--- src/cis_defines.svh ---
`ifndef CIS_DEFINES_SVH
`define CIS_DEFINES_SVH
// register byte offsets
`define CIS_INSTR_OFS 12'h000
`define CIS_CTRL_OFS 12'h004
`define CIS_WREG_OFS 12'h008
`define CIS_STATUS_OFS 12'h00C
`define CIS_OPTION_OFS 12'h010
`define CIS_IRQCTL_OFS 12'h014
`define CIS_PC_OFS 12'h018
`define CIS_STACK_OFS 12'h01C
`define CIS_WDOG_OFS 12'h020
`define CIS_FILE_BASE 3'h2
// field positions
`define CIS_TIMEOUT_BIT 4
`define CIS_POWERDOWN_BIT 3
`define CIS_ZERO_BIT 2
`define CIS_IRQEN_BIT 7
`define CIS_CTRL_WDEN_BIT 0
`define CIS_CTRL_UNK_BIT 1
`define CIS_CTRL_BUSY_BIT 2
// reset values
`define CIS_OPTION_RST 8'hFF
`define CIS_IRQCTL_RST 8'h00
`define CIS_PC_RST 13'h0000
// opcodes and masks
`define CIS_OP_WDCLR 14'h0064
`define CIS_OP_OPTION 14'h0062
`define CIS_OP_IRET 14'h0009
`define CIS_OP_RETURN 14'h0008
`define CIS_NOP_MASK 14'h3F9F
`define CIS_STORE_HI 7'h01
`define CIS_DEC_HI 6'h03
`define CIS_MOV_HI 6'h08
`define CIS_LITRET_HI 4'hD
`define CIS_STACK_DEPTH 8
`endif

--- src/cis_pkg.sv ---
`default_nettype none
package cis_pkg;
  typedef enum logic [3:0] {
    CIS_K_NOP,
    CIS_K_WDCLR,
    CIS_K_DEC,
    CIS_K_MOV,
    CIS_K_STORE,
    CIS_K_OPTION,
    CIS_K_IRET,
    CIS_K_LITRET,
    CIS_K_RETURN,
    CIS_K_UNKNOWN
  } cis_kind_t;
  typedef struct packed {
    logic timeout;
    logic powerdown;
    logic zero;
  } cis_status_t;
  typedef struct packed {
    cis_kind_t kind;
    logic dest;
    logic [6:0] faddr;
    logic [7:0] literal;
  } cis_decode_t;
endpackage
`default_nettype wire

--- src/cis_core_exec.sv ---
// Function
// - watchdog clear zeroes the watchdog counter and its prescaler
// - watchdog clear sets the timeout and power-down flags
// - decrement file minus one, to w or file by dest, updates zero
// - move file copies file to w, or back to file, by dest
// - move file updates zero from the moved value
// - accumulator store writes w into file, flags untouched
// - interrupt return pops stack into program counter
// - interrupt return sets global interrupt enable, bit 7
// - literal return loads literal into w, pc from stack top
// - subroutine return pops stack into pc, flags untouched
// - each return takes two instruction cycles
//
// Implementation choices: the APB register port and the address map.
`timescale 1ns/10ps
`default_nettype none
`include "cis_defines.svh"
module cis_core_exec (
  input wire logic pclk,
  input wire logic presetn,
  input wire logic psel,
  input wire logic penable,
  input wire logic pwrite,
  input wire logic [11:0] paddr,
  input wire logic [31:0] pwdata,
  output logic [31:0] prdata,
  output logic pready,
  output logic pslverr,
  output logic global_irq_enable,
  output logic [7:0] option_cfg
);
  logic [7:0] w;
  cis_pkg::cis_status_t status;
  logic [7:0] irq_control_reg;
  logic [12:0] pc;
  logic [12:0] stack [`CIS_STACK_DEPTH];
  logic [2:0] sp;
  logic [3:0] depth;
  logic [7:0] file_mem [128];
  logic [7:0] watchdog_counter;
  logic [7:0] wdog_prescale;
  logic wdog_en;
  logic unknown_seen;
  logic busy;
  logic [13:0] last_op;

  wire setup = psel && !penable;
  wire access = psel && penable;
  wire in_file = paddr[11:9] == `CIS_FILE_BASE;
  wire hit_instr = paddr == `CIS_INSTR_OFS;
  wire hit_ctrl = paddr == `CIS_CTRL_OFS;
  wire hit_wreg = paddr == `CIS_WREG_OFS;
  wire hit_status = paddr == `CIS_STATUS_OFS;
  wire hit_option = paddr == `CIS_OPTION_OFS;
  wire hit_irqctl = paddr == `CIS_IRQCTL_OFS;
  wire hit_pc = paddr == `CIS_PC_OFS;
  wire hit_stack = paddr == `CIS_STACK_OFS;
  wire hit_wdog = paddr == `CIS_WDOG_OFS;
  wire mapped = in_file || hit_instr || hit_ctrl || hit_wreg || hit_status
    || hit_option || hit_irqctl || hit_pc || hit_stack || hit_wdog;

  // issue stalls while the refetch cycle of a return is pending
  assign pready = !(access && pwrite && hit_instr && busy);
  assign pslverr = access && !mapped;
  wire wr_ok = access && pwrite && pready && mapped;
  wire exec = wr_ok && hit_instr;

  wire [13:0] op = pwdata[13:0];
  cis_pkg::cis_decode_t dec;
  assign dec.dest = op[7];
  assign dec.faddr = op[6:0];
  assign dec.literal = op[7:0];
  assign dec.kind =
    (op == `CIS_OP_WDCLR) ? cis_pkg::CIS_K_WDCLR :
    (op == `CIS_OP_OPTION) ? cis_pkg::CIS_K_OPTION :
    (op == `CIS_OP_IRET) ? cis_pkg::CIS_K_IRET :
    (op == `CIS_OP_RETURN) ? cis_pkg::CIS_K_RETURN :
    ((op & `CIS_NOP_MASK) == 14'h0000) ? cis_pkg::CIS_K_NOP :
    (op[13:7] == `CIS_STORE_HI) ? cis_pkg::CIS_K_STORE :
    (op[13:8] == `CIS_DEC_HI) ? cis_pkg::CIS_K_DEC :
    (op[13:8] == `CIS_MOV_HI) ? cis_pkg::CIS_K_MOV :
    (op[13:10] == `CIS_LITRET_HI) ? cis_pkg::CIS_K_LITRET :
    cis_pkg::CIS_K_UNKNOWN;

  wire do_wdclr = exec && dec.kind == cis_pkg::CIS_K_WDCLR;
  wire do_dec = exec && dec.kind == cis_pkg::CIS_K_DEC;
  wire do_mov = exec && dec.kind == cis_pkg::CIS_K_MOV;
  wire do_store = exec && dec.kind == cis_pkg::CIS_K_STORE;
  wire do_option = exec && dec.kind == cis_pkg::CIS_K_OPTION;
  wire do_iret = exec && dec.kind == cis_pkg::CIS_K_IRET;
  wire do_litret = exec && dec.kind == cis_pkg::CIS_K_LITRET;
  wire do_return = exec && dec.kind == cis_pkg::CIS_K_RETURN;
  wire do_nop = exec && dec.kind == cis_pkg::CIS_K_NOP;
  wire do_unknown = exec && dec.kind == cis_pkg::CIS_K_UNKNOWN;
  wire any_ret = do_iret || do_litret || do_return;

  wire [7:0] file_rd = file_mem[dec.faddr];
  wire [2:0] sp_top = sp - 3'd1;
  wire [12:0] stack_top = stack[sp_top];
  wire [7:0] dec_val = file_rd - 8'd1;
  wire [7:0] alu_val = do_dec ? dec_val : file_rd;
  wire alu_to_w = (do_dec || do_mov) && !dec.dest;
  wire alu_to_f = (do_dec || do_mov) && dec.dest;

  // program file: software window or executed instruction
  wire [6:0] sw_faddr = paddr[8:2];
  wire file_sw_wr = wr_ok && in_file;
  wire file_ex_wr = alu_to_f || do_store;
  wire [7:0] file_ex_val = do_store ? w : alu_val;
  always_ff @(posedge pclk)
  begin
    if (file_sw_wr)
      file_mem[sw_faddr] <= pwdata[7:0];
    else if (file_ex_wr)
      file_mem[dec.faddr] <= file_ex_val;
  end

  wire [7:0] next_w =
    alu_to_w ? alu_val :
    do_litret ? dec.literal :
    (wr_ok && hit_wreg) ? pwdata[7:0] : w;
  always_ff @(posedge pclk or negedge presetn)
  begin
    if (!presetn)
      w <= 8'h00;
    else
      w <= next_w;
  end

  // watchdog: prescaler rolls into the counter, counter rollover is a timeout
  wire pre_wrap = wdog_en && (wdog_prescale == 8'hFF);
  wire wdog_wrap = pre_wrap && (watchdog_counter == 8'hFF);
  always_ff @(posedge pclk or negedge presetn)
  begin
    if (!presetn)
    begin
      watchdog_counter <= 8'h00;
      wdog_prescale <= 8'h00;
    end
    else if (do_wdclr)
    begin
      watchdog_counter <= 8'h00;
      wdog_prescale <= 8'h00;
    end
    else if (wdog_en)
    begin
      wdog_prescale <= wdog_prescale + 8'd1;
      if (pre_wrap)
        watchdog_counter <= watchdog_counter + 8'd1;
    end
  end

  wire zero_upd = do_dec || do_mov;
  cis_pkg::cis_status_t next_status;
  assign next_status.timeout = do_wdclr ? 1'b1 :
    wdog_wrap ? 1'b0 : status.timeout;
  assign next_status.powerdown = do_wdclr ? 1'b1 : status.powerdown;
  assign next_status.zero = zero_upd ? (alu_val == 8'h00) :
    (wr_ok && hit_status) ? pwdata[`CIS_ZERO_BIT] : status.zero;
  always_ff @(posedge pclk or negedge presetn)
  begin
    if (!presetn)
      status <= '{timeout: 1'b1, powerdown: 1'b1, zero: 1'b0};
    else
      status <= next_status;
  end

  always_ff @(posedge pclk or negedge presetn)
  begin
    if (!presetn)
      option_cfg <= `CIS_OPTION_RST;
    else if (do_option)
      option_cfg <= w;
    else if (wr_ok && hit_option)
      option_cfg <= pwdata[7:0];
  end

  wire [7:0] next_irqctl = (wr_ok && hit_irqctl) ? pwdata[7:0] : irq_control_reg;
  always_ff @(posedge pclk or negedge presetn)
  begin
    if (!presetn)
      irq_control_reg <= `CIS_IRQCTL_RST;
    else if (do_iret)
      irq_control_reg <= irq_control_reg | 8'h80;
    else
      irq_control_reg <= next_irqctl;
  end
  assign global_irq_enable = irq_control_reg[`CIS_IRQEN_BIT];

  // return stack is circular, a pop of an empty stack wraps
  wire push = wr_ok && hit_stack;
  always_ff @(posedge pclk or negedge presetn)
  begin
    if (!presetn)
    begin
      sp <= 3'd0;
      depth <= 4'd0;
    end
    else if (any_ret)
    begin
      sp <= sp_top;
      depth <= (depth == 4'd0) ? 4'd0 : depth - 4'd1;
    end
    else if (push)
    begin
      sp <= sp + 3'd1;
      depth <= (depth == 4'd8) ? 4'd8 : depth + 4'd1;
    end
  end
  always_ff @(posedge pclk)
  begin
    if (push && !any_ret)
      stack[sp] <= pwdata[12:0];
  end

  always_ff @(posedge pclk or negedge presetn)
  begin
    if (!presetn)
      pc <= `CIS_PC_RST;
    else if (any_ret)
      pc <= stack_top;
    else if (exec)
      pc <= pc + 13'd1;
    else if (wr_ok && hit_pc)
      pc <= pwdata[12:0];
  end

  // busy covers the refetch slot after a return
  always_ff @(posedge pclk or negedge presetn)
  begin
    if (!presetn)
      busy <= 1'b0;
    else
      busy <= any_ret;
  end

  wire unk_clr = wr_ok && hit_ctrl && pwdata[`CIS_CTRL_UNK_BIT];
  always_ff @(posedge pclk or negedge presetn)
  begin
    if (!presetn)
    begin
      wdog_en <= 1'b0;
      unknown_seen <= 1'b0;
      last_op <= 14'h0000;
    end
    else
    begin
      if (wr_ok && hit_ctrl)
        wdog_en <= pwdata[`CIS_CTRL_WDEN_BIT];
      if (do_unknown)
        unknown_seen <= 1'b1;
      else if (unk_clr)
        unknown_seen <= 1'b0;
      if (exec)
        last_op <= op;
    end
  end

  wire [31:0] ctrl_rd = {29'h0, busy, unknown_seen, wdog_en};
  wire [31:0] status_rd = {27'h0, status.timeout, status.powerdown, status.zero, 2'b00};
  wire [31:0] next_rdata =
    in_file ? {24'h0, file_mem[sw_faddr]} :
    hit_instr ? {18'h0, last_op} :
    hit_ctrl ? ctrl_rd :
    hit_wreg ? {24'h0, w} :
    hit_status ? status_rd :
    hit_option ? {24'h0, option_cfg} :
    hit_irqctl ? {24'h0, irq_control_reg} :
    hit_pc ? {19'h0, pc} :
    hit_stack ? {28'h0, depth} :
    hit_wdog ? {16'h0, wdog_prescale, watchdog_counter} : 32'h0000_0000;
  always_ff @(posedge pclk or negedge presetn)
  begin
    if (!presetn)
      prdata <= 32'h0000_0000;
    else if (setup && !pwrite)
      prdata <= next_rdata;
  end

  a_wdclr_counter: assert property (@(posedge pclk) disable iff (!presetn)
    do_wdclr |=> (watchdog_counter == 8'h00) && (wdog_prescale == 8'h00))
    else $error("watchdog clear left counter or prescaler nonzero");
  a_wdclr_flags: assert property (@(posedge pclk) disable iff (!presetn)
    do_wdclr |=> status.timeout && status.powerdown)
    else $error("watchdog clear did not set flags");
  a_dec_value: assert property (@(posedge pclk) disable iff (!presetn)
    (do_dec && !dec.dest) |=> (w == $past(file_rd) - 8'd1)
      && (status.zero == ($past(file_rd) == 8'h01)))
    else $error("decrement result or zero wrong");
  a_mov_to_w: assert property (@(posedge pclk) disable iff (!presetn)
    (do_mov && !dec.dest) |=> w == $past(file_rd))
    else $error("move file did not reach w");
  a_mov_zero: assert property (@(posedge pclk) disable iff (!presetn)
    do_mov |=> status.zero == ($past(file_rd) == 8'h00))
    else $error("move file zero flag wrong");
  a_store_flags: assert property (@(posedge pclk) disable iff (!presetn)
    do_store |=> $stable(status.zero) && $stable(status.powerdown))
    else $error("accumulator store touched flags");
  a_ret_pc_load: assert property (@(posedge pclk) disable iff (!presetn)
    (do_iret || do_return) |=> pc == $past(stack_top) && sp == $past(sp_top))
    else $error("return did not pop into pc");
  a_iret_enable: assert property (@(posedge pclk) disable iff (!presetn)
    do_iret |=> global_irq_enable)
    else $error("interrupt return left enable clear");
  a_litret_load: assert property (@(posedge pclk) disable iff (!presetn)
    do_litret |=> (w == $past(op[7:0])) && (pc == $past(stack_top)))
    else $error("literal return w or pc wrong");
  a_return_flags: assert property (@(posedge pclk) disable iff (!presetn)
    do_return |=> $stable(status.zero) && $stable(status.powerdown))
    else $error("subroutine return touched flags");
  a_ret_two_cycle: assert property (@(posedge pclk) disable iff (!presetn)
    any_ret |=> busy ##1 !busy)
    else $error("return did not take two cycles");
  a_single_cycle: assert property (@(posedge pclk) disable iff (!presetn)
    (exec && !any_ret) |=> !busy && (pc == $past(pc) + 13'd1))
    else $error("one cycle opcode stalled");
  a_option_load: assert property (@(posedge pclk) disable iff (!presetn)
    do_option |=> (option_cfg == $past(w)) && $stable(status.zero))
    else $error("option load wrong");
  // results written back to the file, literal return pop, quiet opcodes, and the unknown opcode flag
  a_dec_to_file: assert property (@(posedge pclk) disable iff (!presetn)
    (do_dec && dec.dest) |=> file_mem[$past(dec.faddr)] == $past(file_rd) - 8'd1)
    else $error("decrement did not reach the file");
  a_dec_zero: assert property (@(posedge pclk) disable iff (!presetn)
    (do_dec && dec.dest) |=> status.zero == ($past(file_rd) == 8'h01))
    else $error("decrement to file zero flag wrong");
  a_mov_to_file: assert property (@(posedge pclk) disable iff (!presetn)
    (do_mov && dec.dest) |=> file_mem[$past(dec.faddr)] == $past(file_rd))
    else $error("move file changed the file");
  a_store_file: assert property (@(posedge pclk) disable iff (!presetn)
    do_store |=> file_mem[$past(dec.faddr)] == $past(w))
    else $error("accumulator store did not reach the file");
  a_litret_pop: assert property (@(posedge pclk) disable iff (!presetn)
    do_litret |=> sp == $past(sp_top))
    else $error("literal return did not pop");
  a_option_keep: assert property (@(posedge pclk) disable iff (!presetn)
    do_option |=> $stable(w) && $stable(status.powerdown))
    else $error("option load touched w or flags");
  a_nop_quiet: assert property (@(posedge pclk) disable iff (!presetn)
    do_nop |=> $stable(w) && $stable(status.zero) && $stable(option_cfg) && $stable(sp))
    else $error("no-op changed state");
  a_unknown_sticky: assert property (@(posedge pclk) disable iff (!presetn)
    do_unknown |=> unknown_seen)
    else $error("unknown opcode not flagged");
endmodule
`default_nettype wire

--- config.mk ---
export PLATFORM = sky130hd
export DESIGN_NAME = cis_core_exec
export DESIGN_NICKNAME = d
export VERILOG_FILES = /design/src/cis_pkg.sv /design/src/cis_core_exec.sv
export VERILOG_INCLUDE_DIRS = /design/src /design/src/src
export SDC_FILE = /design/constraint.sdc
export NUM_CORES = 2
export LEC_CHECK = 0
export BUFFER_PORTS_ARGS = -buffer_cell sky130_fd_sc_hd__buf_2
export CAP_MARGIN = 20
export CORE_ASPECT_RATIO = 2
export CORE_MARGIN = 10
export CORE_UTILIZATION = 50
export DETAILED_ROUTE_END_ITERATION = 10
export PLACE_DENSITY = 0.66
export SYNTH_ARGS = -nofsm -noshare
export SYNTH_HDL_FRONTEND = slang
export SYNTH_SLANG_ARGS = --single-unit
--- constraint.sdc ---
create_clock -name pclk -period 20.1 [get_ports pclk]
set_input_delay 2.01 -clock pclk [delete_from_list [all_inputs] [get_ports pclk]]
set_output_delay 2.01 -clock pclk [all_outputs]
set_load 0.05 [all_outputs]
==> out/summary.json <==
{
  "worstPathRequired": {"value": 20.47, "unit": "ns"},
  "hold_path.class": {"value": "reg -> reg"},
  "largest-register": {"value": "file_mem"},
  "largest_net_degree_at_the_start_of_global_routing": {"value": 129},
  "wire_per_inst": {"value": 38.1, "unit": "um"},
  "die_width": {"value": 260, "unit": "um"},
  "maxSlewHeadroom": {"value": 0.200},
  "post_synth.cell_area_avg": {"value": 18.1, "unit": "um^2"},
  "critical_path_buf_inv_count": {"value": 5},
  "timing.critical_path.from": {"value": "pwdata[0]"},
  "proportion_of_layout_cells_with_a_drive_suffix_above_1": {"value": 0.301},
  "number_of_flops_mapped_to_enable_cells_by_yosys": {"value": 1128},
  "synth_cell_type_count": {"value": 81},
  "site_rows": {"value": 176},
  "post-route-worst-setup-slack": {"value": 11.09, "unit": "ns"},
  "path_cells": {"value": "buf_8 -> buf_4 -> buf_4 -> mux4_2 -> a22oi_1 -> nand4_1 -> a32oi_1 -> nand3_2 -> inv_1 -> ha_1 -> nand4_1 -> nor3b_2 -> xnor2_1 -> mux2i_1 -> o21ai_4 -> buf_4"},
  "globalRouteTotalUtil": {"value": 0.290},
  "grt_antenna_before_repair": {"value": 10},
  "reg_to_reg_setup_timing_slack": {"value": 14.28, "unit": "ns"},
  "max_cap_viol_count": {"value": 0},
  "timing_hold_violations_final": {"value": 0},
  "h-tree-depth": {"value": 3},
  "syn2layout_area_growth": {"value": 10.3, "unit": "%"},
  "global_route.usage.met2": {"value": 0.490},
  "port_buf_inserts": {"value": 57},
  "worst_ep_arrival_time": {"value": 9.39, "unit": "ns"},
  "grt_setup_unrepaired": {"value": "no"},
  "post-cts-setup-buffers": {"value": 0},
  "detailedPlacementHpwl": {"value": 125000, "unit": "um"},
  "drc": {"value": 0},
  "min_delay_path_depth": {"value": 2},
  "drtAntennaViolNets": {"value": 0},
  "worstPathMaxFanout": {"value": 96},
  "clock.fmax": {"value": 111, "unit": "MHz"},
  "final_min_period_over_clock_period": {"value": 0.448},
  "worstSetupPathDepth": {"value": 16},
  "avg_vias_per_cell": {"value": 7.00},
  "timing.setup.tns": {"value": 0, "unit": "ns"},
  "clock_sinks": {"value": 1223},
  "drt_first_pass_iters": {"value": 6},
  "worst-setup-path-type": {"value": "in -> reg"},
  "kind_of_end_point_of_the_critical_path": {"value": "register"},
  "initial_utilization": {"value": 0.503},
  "die_outline_area": {"value": 130000, "unit": "um^2"},
  "global_route.overflow_total": {"value": 0},
  "ir_drop": {"value": 0.0625, "unit": "mV"},
  "synth_async_sr_flop_share": {"value": 0.0777},
  "synth.yosys.warnings": {"value": 0},
  "crit-reg2reg-launch": {"value": "file_mem[1][1]"},
  "reg2regPathDepth": {"value": 13},
  "routability_driven_placement_congestion_ratio": {"value": 0.966},
  "number_of_flip_flops_under_the_largest_register_name": {"value": 1024},
  "via_count": {"value": 34200},
  "cts_inserted_buffers": {"value": 103},
  "finalWirelength": {"value": 186000, "unit": "um"},
  "synthesized_area": {"value": 57800, "unit": "um^2"},
  "yosys_reg_bits": {"value": 1223},
  "cts-root-buf": {"value": "clkbuf_16"},
  "outcome": {"value": "completed"},
  "post_synth_inst_count": {"value": 3200},
  "crit_family": {"value": "buffers and inverters"},
  "fin_crit": {"value": 9.01, "unit": "ns"},
  "number_of_instances_resized_during_post_cts_repair": {"value": 0},
  "power-per-cell-area": {"value": 83.9, "unit": "nW/um^2"},
  "clk_latency": {"value": 0.75, "unit": "ns"},
  "most_congested_layer_reported_by_global_routing": {"value": "met2"},
  "slew_violations": {"value": 0},
  "path_common_cell": {"value": "buf_4"},
  "finish.utilization": {"value": 0.555},
  "tritoncts": {"value": "yes"},
  "global_route.usage.met1": {"value": 0.301},
  "power_leakage": {"value": 20.5, "unit": "nW"},
  "synth_seq_area_share": {"value": 0.628},
  "clk_path_buf_depth": {"value": 3},
  "crit_path_start_kind": {"value": "input pin"},
  "grt_pass1_vias": {"value": 35800},
  "setup-violations-final": {"value": 0},
  "hold-worst-slack": {"value": 0.478, "unit": "ns"},
  "use_met3": {"value": 0.0557},
  "worst_hold_startpoint": {"value": "prdata[14]"},
  "worstMarginPinSlew": {"value": 1.20, "unit": "ns"},
  "cp_slowest_stage_delay": {"value": 0.87, "unit": "ns"},
  "top_level_ports": {"value": 92},
  "core_area": {"value": 115000, "unit": "um^2"},
  "grt_first_pass_wirelength": {"value": 265000, "unit": "um"},
  "cts-hold-fix-buffers": {"value": 0},
  "worst_path_max_delay_cell": {"value": "buf_4"},
  "die_height": {"value": 501, "unit": "um"},
  "nNetsFinal": {"value": 3340},
  "timing.clock.skew": {"value": 0.0371, "unit": "ns"},
  "detailedPlace.worstSlack": {"value": 10.67, "unit": "ns"},
  "reg_top3": {"value": "file_mem x1024, stack x104, prdata x16"},
  "initialDrtViolationCount": {"value": 4294},
  "dominantRegCellSynth": {"value": "edfxtp_1"},
  "clkTransAtPathRegs": {"value": 0.07, "unit": "ns"}
}
-- worst paths after layout --
check | endpoint
hold reg to reg | prdata[14]
hold / removal | prdata[14]
max in group asynchronous | watchdog_counter[3]
setup reg to reg | file_mem[5][4]
min in group asynchronous | last_op[13]
setup / recovery | file_mem[5][4]
-- report_power, final --
part / total (mW) / internal, mW / switching (mW)
clock network: 2.10 / 1.15 / 0.943
logic: 0.471 / 0.171 / 0.301
registers: 2.78 / 2.78 / 0.00283
total: 5.35 / 4.10 / 1.25
-- per-layer routing --
| layer | vias up | wire length, um |
|---|---|---|
| li1 | 13500 | - |
| met5 | - | 37 |
| met3 | 664 | 14500 |
| met4 | 6 | 20300 |
| met2 | 2085 | 95200 |
| met1 | 18000 | 56400 |
-- layout make-up --
cell class                      instances  area (um^2)
Clock inverter                         70          727
Clock buffer                          122         2730
Multi-Input combinational cell       1722        20400
Timing Repair Buffer                  213         1680
Inverter                               20         75.1
Antenna cell                           10         25.0
Fill cell                            8800        51200
Sequential cell                      1223        36300
Tap cell                             1513         1890
-- cell usage in the layout, fill, tap and decap left out, drive strengths merged, types with 6 or more instances in the layout --
cell type | synthesis | layout
bufinv | 0 | 14
nand4 | 22 | 22
o22a | 9 | 9
a221o | 9 | 9
mux2 | 38 | 38
a22oi | 36 | 36
dfstp | 9 | 9
mux2i | 144 | 144
edfxtp | 1128 | 1128
clkbuf | 136 | 124
a211oi | 8 | 8
o211ai | 8 | 8
clkinvlp | 0 | 10
a2111oi | 8 | 8
a31oi | 6 | 6
dfrtp | 86 | 86
nand3 | 41 | 41
xnor2 | 13 | 13
inv | 20 | 20
o22ai | 7 | 7
a222oi | 10 | 10
o221ai | 25 | 25
mux4 | 573 | 573
nor3 | 14 | 14
ha | 8 | 8
buf | 114 | 211
nor2 | 208 | 208
clkinv | 0 | 46
nor2b | 12 | 12
a21oi | 52 | 52
and2 | 9 | 9
a221oi | 29 | 29
nand2 | 202 | 202
diode | 0 | 10
conb | 1 | 16
nor3b | 8 | 8
and3 | 11 | 11
or3 | 9 | 9
xor2 | 21 | 21
o21ai | 92 | 92
-- stage by stage --
step | cells | power [mW] | cell area (um^2)
final | 4893 | 5.35 | 63800
after global placement | 4650 | 3.29 | 59800
after detailed placement | 4679 | 3.30 | 60100
after floorplan | 3215 | 3.13 | 57800
after CTS | 4871 | 5.36 | 63500
after global routing | 4885 | 5.47 | 63700
-- worst register-to-register path, stage by stage, from the launching register on --
cell and delay [ns]:
edfxtp_1 0.40, mux4_2 0.46, a22oi_1 0.22, nand4_1 0.60
a32oi_1 0.71, nand3_2 0.19, inv_1 0.13, ha_1 0.15
nand4_1 0.16, nor3b_2 0.29, xnor2_1 0.23, mux2i_1 0.20
o21ai_4 0.71, buf_4 0.87
-- cell usage after synthesis (6+ instances only) --
cell       count  share of area
edfxtp_1    1128           0.59
mux4_2       563           0.22
nor2_1       208          0.014
nand2_1      202          0.013
mux2i_1      144          0.025
clkbuf_1     136         0.0088
o21ai_0       91         0.0079
dfrtp_1       86          0.037
a21oi_1       52         0.0045
nand3_1       40         0.0035
a22oi_1       36         0.0047
buf_1         36         0.0023
mux2_2        34         0.0066
buf_2         29         0.0025
a221oi_1      28         0.0042
buf_4         25         0.0032
o221ai_1      25         0.0038
nand4_1       22         0.0024
xor2_1        21         0.0032
inv_1         19         0.0012
buf_6         18         0.0035
nor3_1        14         0.0012
xnor2_1       13         0.0020
nor2b_1       12         0.0013
and3_1        11         0.0012
a222oi_1      10         0.0017
mux4_1        10         0.0045
a221o_1        9         0.0016
dfstp_2        9         0.0041
o22a_1         9         0.0014
or3_1          9        0.00097
a2111oi_0      8         0.0012
a211oi_1       8         0.0010
and2_1         8        0.00087
ha_1           8         0.0017
o211ai_1       8         0.0010
o22ai_1        7        0.00076
a31oi_1        6        0.00065
nor3b_1        6        0.00078
-- cell families after synthesis --
family	synth area share
DFF	0.628
other	0.0000649
buffers and inverters	0.0237
adders and majority gates	0.00173
and+or+nand+nor	0.0435
xor gates and xnor gates	0.00515
muxes	0.256
AOI/OAI and AO/OA	0.0417
No activity file was read; power rests on OpenSTA's default activity.
